--- config.mk ---
export PLATFORM = sky130hd
export DESIGN_NAME = counter_array_capture_compare
export DESIGN_NICKNAME = d
export VERILOG_FILES = /design/src/hdl/counter_array_capture_compare.v
export VERILOG_INCLUDE_DIRS = /design/src /design/src/pkg
export SDC_FILE = /design/constraint.sdc
export NUM_CORES = 1
export LEC_CHECK = 0
export ABC_AREA = 1
export BUFFER_PORTS_ARGS = -buffer_cell sky130_fd_sc_hd__buf_2
export CORE_UTILIZATION = 58
export CTS_BUF_LIST = sky130_fd_sc_hd__clkbuf_8
export DETAILED_ROUTE_END_ITERATION = 10
export PLACE_DENSITY = 0.76
export SKIP_CTS_REPAIR_TIMING = 1
export SLEW_MARGIN = 5
export SYNTH_ARGS = -nofsm -noshare
export SYNTH_HDL_FRONTEND = slang
export SYNTH_SLANG_ARGS = --single-unit
--- constraint.sdc ---
create_clock -name REF_CLK -period 2.3 [get_ports REF_CLK]
set_input_delay 0.115 -clock REF_CLK [delete_from_list [all_inputs] [get_ports REF_CLK]]
set_output_delay 0.115 -clock REF_CLK [all_outputs]
set_load 0.05 [all_outputs]
--- src/pkg/pca_consts.vh ---
/*
  constants for the counter array block: register offsets, field positions,
  reset values and clock source codes. assumes byte addressing on a
  32-bit avalon-mm slave.
*/
`ifndef COUNTER_ARRAY_CONSTS_VH
`define COUNTER_ARRAY_CONSTS_VH
`define OFS_CTRL       8'h00
`define OFS_MODE       8'h04
`define OFS_COUNT      8'h08
`define OFS_STATUS     8'h0C
`define OFS_WD_KICK    8'h10
`define OFS_CAP0       8'h20
`define CTRL_RUN       0
`define CTRL_SRC_LO    1
`define CTRL_SRC_HI    3
`define CTRL_RESET     16'h0001
`define MODE_RESET     16'h0000
`define MODE_CAPTURE   3'h0
`define MODE_SWTIMER   3'h1
`define MODE_HSOUT     3'h2
`define MODE_PWM8      3'h3
`define MODE_PWM16     3'h4
`define MODE_FREQ      3'h5
`define SRC_DIV12      3'h0
`define SRC_DIV4       3'h1
`define SRC_T0OVF      3'h2
`define SRC_EXTCNT     3'h3
`define SRC_SYSCLK     3'h4
`define SRC_XOSC8      3'h5
`define DIV12_LAST     4'hB
`define DIV4_LAST      4'h3
`define XOSC_LAST      3'h7
`define WD_LIMIT       16'hFFFF
`endif

--- src/hdl/counter_array_capture_compare.v ---
/*
  counter array: one 16-bit time base shared by five capture/compare
  modules, registers over avalon-mm with waitrequest.
  assumes pins arrive asynchronous to REF_CLK; crossbar routing lives outside.
*/
// The Avalon-MM register port and the placing of the registers were chosen for this implementation.
`timescale 1ns/100ps
`include "pca_consts.vh"
// Function
// - one shared 16-bit time base, five modules
// - six selectable time base clock sources
// - each module runs in one mode
// - module four also offers watchdog
// - watchdog enabled on module four after reset
// - module io and count input reach pins
// - external oscillator source is synchronised to REF_CLK and divided by eight
module counter_array_capture_compare (
  input  wire        REF_CLK,
  input  wire        RSTN,
  input  wire [7:0]  AVS_ADDRESS,
  input  wire        AVS_READ,
  input  wire        AVS_WRITE,
  input  wire [31:0] AVS_WRITEDATA,
  output reg  [31:0] AVS_READDATA,
  output reg         AVS_WAITREQUEST,
  input  wire        EXTERNAL_COUNT_INPUT,
  input  wire        TIMER0_OVERFLOW,
  input  wire        EXT_OSC,
  input  wire [4:0]  CAPTURE_IN,
  output wire [4:0]  MODULE_OUT,
  output reg         MODULE_WATCHDOG_RESET
);
  reg  [15:0] ctrl;
  reg  [15:0] count;
  reg         overflow;
  reg  [4:0]  cap_flag;
  reg  [14:0] mode;          // three bits per module
  reg         wd_enable;
  reg  [15:0] wd_count;
  reg  [3:0]  prescale;
  reg  [2:0]  xosc_div;
  reg  [1:0]  ext_cnt_sync;
  reg  [1:0]  t0_sync;
  reg  [1:0]  xosc_sync;
  reg         ext_cnt_last;
  reg         t0_last;
  reg         xosc_last;
  reg  [4:0]  cap_s1;
  reg  [4:0]  cap_s2;
  reg  [4:0]  cap_last;
  reg         tick;
  reg  [15:0] next_count;
  reg         next_overflow;
  reg  [4:0]  next_cap_flag;
  reg         next_wd_enable;
  reg  [15:0] next_wd_count;
  reg  [31:0] next_readdata;
  reg         next_waitrequest;
  wire [79:0] cmp_flat;      // sixteen bits per module
  wire [79:0] cap_flat;
  wire [4:0]  out_bit;
  wire [4:0]  ev_cap;
  wire [2:0]  src       = ctrl[`CTRL_SRC_HI:`CTRL_SRC_LO];
  wire        wr        = AVS_WRITE & AVS_WAITREQUEST;
  wire        rd        = AVS_READ & AVS_WAITREQUEST;
  wire        wr_ctrl   = wr & (AVS_ADDRESS == `OFS_CTRL);
  wire        wr_mode   = wr & (AVS_ADDRESS == `OFS_MODE);
  wire        wr_count  = wr & (AVS_ADDRESS == `OFS_COUNT);
  wire        wr_status = wr & (AVS_ADDRESS == `OFS_STATUS);
  wire        wr_kick   = wr & (AVS_ADDRESS == `OFS_WD_KICK);
  wire        hit_cmp   = (AVS_ADDRESS[7:5] == 3'h1) & (AVS_ADDRESS[1:0] == 2'h0);
  wire [2:0]  sel       = AVS_ADDRESS[4:2];
  wire        wrap      = tick & (count == 16'hFFFF);
  wire        edge_ext  = ~ext_cnt_sync[1] & ext_cnt_last;
  wire        edge_t0   = t0_sync[1] & ~t0_last;
  wire        edge_xosc = xosc_sync[1] & ~xosc_last;
  // pins pass two flops before use; only the second stage is looked at
  always @(posedge REF_CLK or negedge RSTN) begin
    if (!RSTN) begin
      ext_cnt_sync <= 2'h0;
      t0_sync      <= 2'h0;
      xosc_sync    <= 2'h0;
      cap_s1       <= 5'h00;
      cap_s2       <= 5'h00;
    end else begin
      ext_cnt_sync <= {ext_cnt_sync[0], EXTERNAL_COUNT_INPUT};
      t0_sync      <= {t0_sync[0], TIMER0_OVERFLOW};
      xosc_sync    <= {xosc_sync[0], EXT_OSC};
      cap_s1       <= CAPTURE_IN;
      cap_s2       <= cap_s1;
    end
  end
  // history of the synchronised levels; resets to the idle-low pin level
  always @(posedge REF_CLK or negedge RSTN) begin
    if (!RSTN) begin
      ext_cnt_last <= 1'b0;
      t0_last      <= 1'b0;
      xosc_last    <= 1'b0;
      cap_last     <= 5'h00;
    end else begin
      ext_cnt_last <= ext_cnt_sync[1];
      t0_last      <= t0_sync[1];
      xosc_last    <= xosc_sync[1];
      cap_last     <= cap_s2;
    end
  end
  // source select; the oscillator path is free of the system prescaler
  always @* begin
    case (src)
      `SRC_DIV12:  tick = (prescale == `DIV12_LAST);
      `SRC_DIV4:   tick = (prescale[1:0] == `DIV4_LAST & prescale[3:2] == 2'h0);
      `SRC_T0OVF:  tick = edge_t0;
      `SRC_EXTCNT: tick = edge_ext;
      `SRC_SYSCLK: tick = 1'b1;
      `SRC_XOSC8:  tick = edge_xosc & (xosc_div == `XOSC_LAST);
      default:     tick = 1'b0;
    endcase
    if (!ctrl[`CTRL_RUN])
      tick = 1'b0;
  end
  always @(posedge REF_CLK or negedge RSTN) begin
    if (!RSTN) begin
      prescale <= 4'h0;
    end else if ((src == `SRC_DIV12 && prescale == `DIV12_LAST) ||
                 (src != `SRC_DIV12 && prescale == `DIV4_LAST)) begin
      prescale <= 4'h0;
    end else begin
      prescale <= prescale + 4'h1;
    end
  end
  // the oscillator divider runs whatever source is selected
  always @(posedge REF_CLK or negedge RSTN) begin
    if (!RSTN) begin
      xosc_div <= 3'h0;
    end else if (edge_xosc) begin
      xosc_div <= xosc_div + 3'h1;
    end
  end
  // a software load of the count overrides a tick in the same cycle
  always @* begin
    next_count = count;
    if (tick)
      next_count = count + 16'h0001;
    if (wr_count)
      next_count = AVS_WRITEDATA[15:0];
  end
  // a flag set in the cycle of its software clear stays set
  always @* begin
    next_overflow = overflow;
    next_cap_flag = cap_flag;
    if (wr_status) begin
      next_overflow = overflow & ~AVS_WRITEDATA[0];
      next_cap_flag = cap_flag & ~AVS_WRITEDATA[7:3];
    end
    if (wrap)
      next_overflow = 1'b1;
    next_cap_flag = next_cap_flag | ev_cap;
  end
  // the watchdog can only be switched off; only a reset turns it back on
  always @* begin
    next_wd_enable = wd_enable;
    next_wd_count  = wd_count;
    if (wr_status)
      next_wd_enable = wd_enable & ~AVS_WRITEDATA[8];
    if (wr_kick)
      next_wd_count = 16'h0000;
    else if (wd_enable && tick && wd_count != `WD_LIMIT)
      next_wd_count = wd_count + 16'h0001;
  end
  always @(posedge REF_CLK or negedge RSTN) begin
    if (!RSTN) begin
      ctrl <= `CTRL_RESET;
    end else if (wr_ctrl) begin
      ctrl <= AVS_WRITEDATA[15:0];
    end
  end
  // mode writes are dropped while the watchdog guards module four
  always @(posedge REF_CLK or negedge RSTN) begin
    if (!RSTN) begin
      mode <= 15'h0000;
    end else if (wr_mode && !wd_enable) begin
      mode <= AVS_WRITEDATA[14:0];
    end
  end
  always @(posedge REF_CLK or negedge RSTN) begin
    if (!RSTN) begin
      count    <= 16'h0000;
      overflow <= 1'b0;
      cap_flag <= 5'h00;
    end else begin
      count    <= next_count;
      overflow <= next_overflow;
      cap_flag <= next_cap_flag;
    end
  end
  always @(posedge REF_CLK or negedge RSTN) begin
    if (!RSTN) begin
      wd_enable <= 1'b1;
      wd_count  <= 16'h0000;
    end else begin
      wd_enable <= next_wd_enable;
      wd_count  <= next_wd_count;
    end
  end
  // per-module logic
  genvar i;
  generate
    for (i = 0; i < 5; i = i + 1) begin : module_slot
      reg  [15:0] cmp_r;
      reg  [15:0] cap_r;
      reg         out_r;
      wire [2:0]  m        = mode[3*i+2:3*i];
      wire        cap_edge = cap_s2[i] ^ cap_last[i];
      wire        hit      = tick & (count == cmp_r);
      assign ev_cap[i] = (m == `MODE_CAPTURE & cap_edge) | (m == `MODE_SWTIMER & hit);
      assign cmp_flat[16*i+15:16*i] = cmp_r;
      assign cap_flat[16*i+15:16*i] = cap_r;
      assign out_bit[i] = out_r;
      // compare value is writable in every mode
      always @(posedge REF_CLK or negedge RSTN) begin
        if (!RSTN) begin
          cmp_r <= 16'h0000;
        end else if (wr && hit_cmp && sel == i) begin
          cmp_r <= AVS_WRITEDATA[15:0];
        end
      end
      always @(posedge REF_CLK or negedge RSTN) begin
        if (!RSTN) begin
          cap_r <= 16'h0000;
        end else if (m == `MODE_CAPTURE && cap_edge) begin
          cap_r <= count;
        end
      end
      // capture and timer modes hold the module output low
      always @(posedge REF_CLK or negedge RSTN) begin
        if (!RSTN) begin
          out_r <= 1'b0;
        end else begin
          case (m)
            `MODE_HSOUT: begin
              if (hit)
                out_r <= ~out_r;
            end
            `MODE_PWM8: begin
              out_r <= (count[7:0] >= cmp_r[7:0]);
            end
            `MODE_PWM16: begin
              out_r <= (count >= cmp_r);
            end
            `MODE_FREQ: begin
              if (tick && count[7:0] == cmp_r[7:0])
                out_r <= ~out_r;
            end
            default: begin
              out_r <= 1'b0;
            end
          endcase
        end
      end
    end
  endgenerate
  assign MODULE_OUT = out_bit;
  // unmapped reads give zero; compare slots past the fifth as well
  always @* begin
    next_readdata = 32'h0000_0000;
    case (AVS_ADDRESS)
      `OFS_CTRL:    next_readdata = {16'h0000, ctrl};
      `OFS_MODE:    next_readdata = {17'h0_0000, mode};
      `OFS_COUNT:   next_readdata = {16'h0000, count};
      `OFS_STATUS:  next_readdata = {23'h00_0000, wd_enable, cap_flag, 2'h0, overflow};
      `OFS_WD_KICK: next_readdata = {16'h0000, wd_count};
      default: begin
        if (hit_cmp && sel < 3'h5)
          next_readdata = {cap_flat[16*sel +: 16], cmp_flat[16*sel +: 16]};
      end
    endcase
  end
  // one wait cycle, then a one-cycle answer; waitrequest idles high
  always @* begin
    next_waitrequest = ~(rd | wr);
  end
  always @(posedge REF_CLK or negedge RSTN) begin
    if (!RSTN) begin
      AVS_WAITREQUEST <= 1'b1;
      AVS_READDATA    <= 32'h0000_0000;
    end else begin
      AVS_WAITREQUEST <= next_waitrequest;
      if (rd)
        AVS_READDATA <= next_readdata;
    end
  end
  // expiry is held until a kick, a disable or a reset
  always @(posedge REF_CLK or negedge RSTN) begin
    if (!RSTN) begin
      MODULE_WATCHDOG_RESET <= 1'b0;
    end else begin
      MODULE_WATCHDOG_RESET <= wd_enable & (wd_count == `WD_LIMIT);
    end
  end
endmodule

* Yosys cells after proc, flatten, opt, wreduce, memory -nomap -nowiden
Index checks and enable logic that the tools add are counted.
Operators by class: muxes and demuxes 27, shift operators 2, magnitude comparators 11, reductions and logical operators 43, bitwise operators 57, add/sub/neg operators 4, eq/ne operators 66
Operators by type and width (number):
- $pmux 32 s5 | 1
- $shiftx 80x8->16 | 2
- $eq 16x16->1 | 5
- $ge 16x16->1 | 5
- $mux 16 | 4
- $eq 3x2->1 const B | 14
- $eq 3x3->1 const B | 14
- $eq 8x8->1 | 5
- $ge 8x8->1 | 5
- $add 16x1->16 const B | 2
- $and 1x1->1 | 32
- $eq 16x16->1 const B | 2
- $mux 32 | 1
- $eq 3x1->1 const B | 8
- $logic_and 1x1->1 | 22
- $logic_not 3->1 | 7
- $ne 2x2->1 const B | 10
- $pmux 1 s4 | 5
- $eq 8x4->1 const B | 2
- $ne 16x16->1 const B | 1
- $mux 1 | 13
- $not 1->1 | 11
- $reduce_and 2->1 | 5
- $eq 8x3->1 const B | 1
- 21 further kinds | 33
Word-level totals: input port bits 52, output and inout port bits 39, bits in registers 300, logic and storage cells 246

* Logic depth before layout (Yosys ltp)
depth after elaboration 9, depth in mapped cells 15, mapped depth without buffers 15

* Least setup slack after synthesis
OpenSTA, ideal clock, no wires.
path kind reg2reg, start reg AVS_WAITREQUEST, end reg AVS_READDATA[15], stages on the path, launching flop included 8, library setup time 0.069 ns, slack 0.512 ns, arrival 1.719 ns, buffers on the path 1, clock period less this slack 1.788 ns, required time 2.231 ns, path through dfstp_2 -> nand2_2 -> inv_1 -> o21ai_1 -> nor2_2 -> buf_2 -> o21ai_0 -> nand3_1
On the way: word-level cells in the longest chain between the ends 1
Ends and longest elaborated chain:
- start: declaration | line counter_array_capture_compare.v:25 | output reg AVS_WAITREQUEST,
- start signal: assignment | line counter_array_capture_compare.v:287 | AVS_WAITREQUEST <= next_waitrequest;
- $and 1x1->1 | line counter_array_capture_compare.v:65 | wire rd = AVS_READ & AVS_WAITREQUEST;
- end signal: assignment | line counter_array_capture_compare.v:289 | AVS_READDATA <= next_readdata;
- end: declaration | line counter_array_capture_compare.v:24 | output reg [31:0] AVS_READDATA,
No other way between the ends. A chain may end at the register's enable or synchronous reset.

* Worst setup path after layout
start reg xosc_div[0], end reg count[7]
On the way: word-level cells in the longest chain between the ends 5
Ends and longest elaborated chain:
- start: declaration | line counter_array_capture_compare.v:41 | reg [2:0] xosc_div;
- start signal: assignment | line counter_array_capture_compare.v:136 | xosc_div <= xosc_div + 3'h1;
- $eq 3x3->1 (no source line)
- $and 1x1->1 | line counter_array_capture_compare.v:115 | `SRC_XOSC8: tick = edge_xosc & (xosc_div == `XOSC_LAST);
- $pmux 1 s6 | line counter_array_capture_compare.v:109 | case (src)
- $mux 1 | line counter_array_capture_compare.v:118 | if (!ctrl[`CTRL_RUN])
- $reduce_bool 2->1 (no source line)
- end signal: assignment | line counter_array_capture_compare.v:191 | count <= next_count;
- end: declaration | line counter_array_capture_compare.v:34 | reg [15:0] count;
No other way between the ends.

==> results.ini <==
[status]
status=finished clean

[floorplan]
die_area_um2=28240
die_w_um=168.1
dieHeight_um=168.1
row_count=60
start_util=0.5918
io_pins=91
core_area_um2=27030

[setup_path]
rr_endpoint=count[7]
crit_buf_inv=1
worst_path_largest_cell_delay_ns=0.36
cpMaxStageDelayCell=dfrtp_1
crit_family=simple AND/OR/NAND/NOR gates
worstReg2RegStart=xosc_div[0]
crit_chain=ha_1, ha_1, nand3_1, nand2_1, nand3_1, nand2_1, nand2_4, buf_4, nor2_4, o21ai_0, nand3_1
crit_top_cell=nand3_1
critPathMaxFanout=16
r2r.worst_path.cells=11
worstPathArrival_ns=2.62
start_kind=flip-flop
path_class=flip-flop to flip-flop
r2r_slack_ns=0.19
end_kind=flip-flop
crit_required_ns=2.81

[finish]
finalNonFillerCells=2469
finalNetCount=2227
diodes=0
area_growth_pct=13.87
drive_gt1_frac=0.1264

[detailed_routing]
viasPerCell=5.848
finalWirelength_um=48760
drt-wirelength-per-cell_um=19.75
drtIter0Drc=1550
routed-via-count=14439
postRouteAntennaNets=0
drc=0
first_pass_iters=8

[power_and_ir_drop]
p_per_area_nw_per_um2=676.2
ir_worst_vdd_v=0.0004447
p_int_uw=8845
netSwitchingPower_uw=3470
clkPwrFrac=0.409
p_seq_frac=0.460
p_sw_frac=0.2818
p_leak_uw=0.008891
combPwrFrac=0.131

[cts]
cts_buffers=50
path_clk_slew_ns=0.06
cts_max_path_buffers=3
clock_latency_ns=0.59
ctsRootBufferMaster=clkbuf_8
h-tree-depth=2
cts.sinks=300
cts_tree=yes

[synthesis]
avgSynthCellArea_um2=8.177
synth_nets=2093
synth.distinct_cells=48
ys_seq_elements=300
ys_warn_count=0
ys_seq_area_frac=0.4696
netlist_area_um2=15990
synthCells=1956

[timing]
finalSetupTns_ns=0
hold_viol_final=0
relSlewSlack=0.5373
drv_slew=0
fmax_ghz=0.4742
clock_skew_ns=0.02287
finalCriticalPeriod_ns=2.109
worst_pin_slew_ns=0.6869
rsz0062_at_grt=false
fin_crit_sh=0.9169
setup_viol=0

[grt]
first_global_vias=13828
antenna_found_initial=1
grt_pass1_wl_um=76420
track_usage=0.3538
grt_max_degree=77
grt-ovfl-total=0

[placed_design]
post-dp-hpwl_um=34630
dp_cells=2354
gp_congestion=0.9930
portBuffers=74

[run]
cap_violations=0

[hold_path]
hold_path_class=input port to asynchronous set/reset pin

metrics by stage:
step	total power [µW]	instance area (µm²)	utilization	hold slack [ns]	setup WS [ns]
detailed placement	7303	16890	0.6249	0.04871	0.1337
finish	12320	18210	0.6739	0.03245	0.1911
floorplan	6624	15990	-	-0.1806	0.5124
global placement	7240	16890	0.6249	0.04808	0.2082
CTS	12310	17950	0.6644	-0.5676	0.1334
global route	12780	18210	0.6739	0.04757	0.06618
how the worst max path moves through the flow:
stage | start | end | slack [ns] | cells past startpoint
5_1_grt | xosc_div[0] | count[7] | 0.07 | 11
2_1_floorplan | AVS_WAITREQUEST | AVS_READDATA[15] | 0.51 | 7
4_1_cts | xosc_div[0] | wd_count[0] | 0.13 | 9
6_report | xosc_div[0] | count[7] | 0.19 | 11
3_3_place_gp | xosc_div[0] | wd_count[1] | 0.21 | 9
3_5_place_dp | xosc_div[0] | wd_count[15] | 0.13 | 9
kinds of logic (layout without fill, tap and decap cells):
family | count (synthesis) | count (layout) | synth area share
AOI/OAI and AO/OA | 439 | 439 | 0.1543
xor gates and xnor gates | 33 | 33 | 0.01807
adders and majority gates | 85 | 85 | 0.06649
buffers and inverters | 289 | 461 | 0.07479
DFF | 300 | 300 | 0.4696
muxes | 2 | 2 | 0.001408
and+or+nand+nor | 808 | 808 | 0.2153
cells in the mapped netlist, drive strengths merged:
| cell type | instances | share of area |
|---|---|---|
| a21o | 2 | 0.00094 |
| clkbuf | 43 | 0.010 |
| nand3b | 5 | 0.0026 |
| nor4 | 4 | 0.0020 |
| o211ai | 23 | 0.014 |
| ha | 85 | 0.066 |
| or2 | 3 | 0.0012 |
| a22oi | 8 | 0.0038 |
| nor2 | 106 | 0.032 |
| dfstp | 3 | 0.0049 |
| nor3 | 31 | 0.010 |
| inv | 210 | 0.050 |
| clkinv | 4 | 0.0010 |
| o22ai | 17 | 0.0066 |
| mux2 | 2 | 0.0014 |
| o31a | 5 | 0.0027 |
| nand2 | 541 | 0.13 |
| o31ai | 7 | 0.0033 |
| nand4 | 19 | 0.0074 |
| o21bai | 6 | 0.0028 |
| a21oi | 51 | 0.016 |
| o21a | 6 | 0.0028 |
| buf | 32 | 0.014 |
| a21boi | 1 | 0.00047 |
| xnor2 | 1 | 0.00055 |
| o21ai | 311 | 0.10 |
| nand3 | 99 | 0.031 |
| o2111ai | 2 | 0.0011 |
| dfrtp | 297 | 0.46 |
| xor2 | 32 | 0.018 |
cell type report:
class | count | area [µm²]
Sequential cell | 300 | 7511
Inverter | 214 | 809.5
Timing Repair Buffer | 157 | 1104
Tap cell | 341 | 426.7
Multi-Input combinational cell | 1367 | 7295
Fill cell | 2247 | 8813
Clock buffer | 61 | 839.6
Clock inverter | 29 | 227.7
routing by layer:
layer | part of all wire | track usage | vias up | wire length (µm)
li1 | - | - | 6710 | -
met1 | 0.40 | 0.4760 | 6812 | 19660
met2 | 0.44 | 0.5438 | 748 | 21320
met3 | 0.10 | 0.06347 | 169 | 4939
met4 | 0.058 | 0.1996 | 0 | 2850
met5 | 0 | 0 | - | 0
flip-flops by register name, summed over array words and instances, names as in the netlist, 2 cells and up:
signal,count
AVS_READDATA,32
cap_flag,5
cap_last,5
cap_s1,5
cap_s2,5
count,16
ctrl,16
ext_cnt_sync,2
mode,15
module_slot.cap_r,80
module_slot.cmp_r,80
module_slot.out_r,5
prescale,4
t0_sync,2
wd_count,16
xosc_div,3
xosc_sync,2
power groups by stage:
stage / registers, µW / clock network (µW) / logic, µW
2_1_floorplan: 5730 / 0 / 893
3_3_place_gp: 5740 / 0 / 1500
6_report: 5660 / 5040 / 1610
5_1_grt: 5690 / 5310 / 1770
3_5_place_dp: 5750 / 0 / 1550
4_1_cts: 5660 / 5090 / 1560
layout by cell type (no fill, tap or decap), types with 5 or more instances in the layout:
| cell | count |
|---|---|
| nor2_1 | 91 |
| nand2_1 | 533 |
| nor2_2 | 6 |
| a22oi_1 | 8 |
| ha_1 | 85 |
| buf_2 | 73 |
| nor3_1 | 30 |
| nand3_1 | 98 |
| o211ai_1 | 13 |
| o211ai_2 | 10 |
| inv_2 | 6 |
| nand2_2 | 5 |
| o22ai_1 | 17 |
| o31a_1 | 5 |
| o21ai_0 | 279 |
| dlygate4sd3_1 | 25 |
| a21oi_1 | 51 |
| nand4_1 | 19 |
| o31ai_1 | 7 |
| xor2_1 | 32 |
| inv_1 | 220 |
| dfrtp_1 | 297 |
| clkbuf_8 | 61 |
| o21bai_1 | 6 |
| o21ai_1 | 21 |
| o21ai_2 | 10 |
| nor2_4 | 6 |
| o21a_1 | 6 |
| buf_4 | 55 |
| clkinv_2 | 6 |
Note: power is estimated with default switching activity, not from simulation.
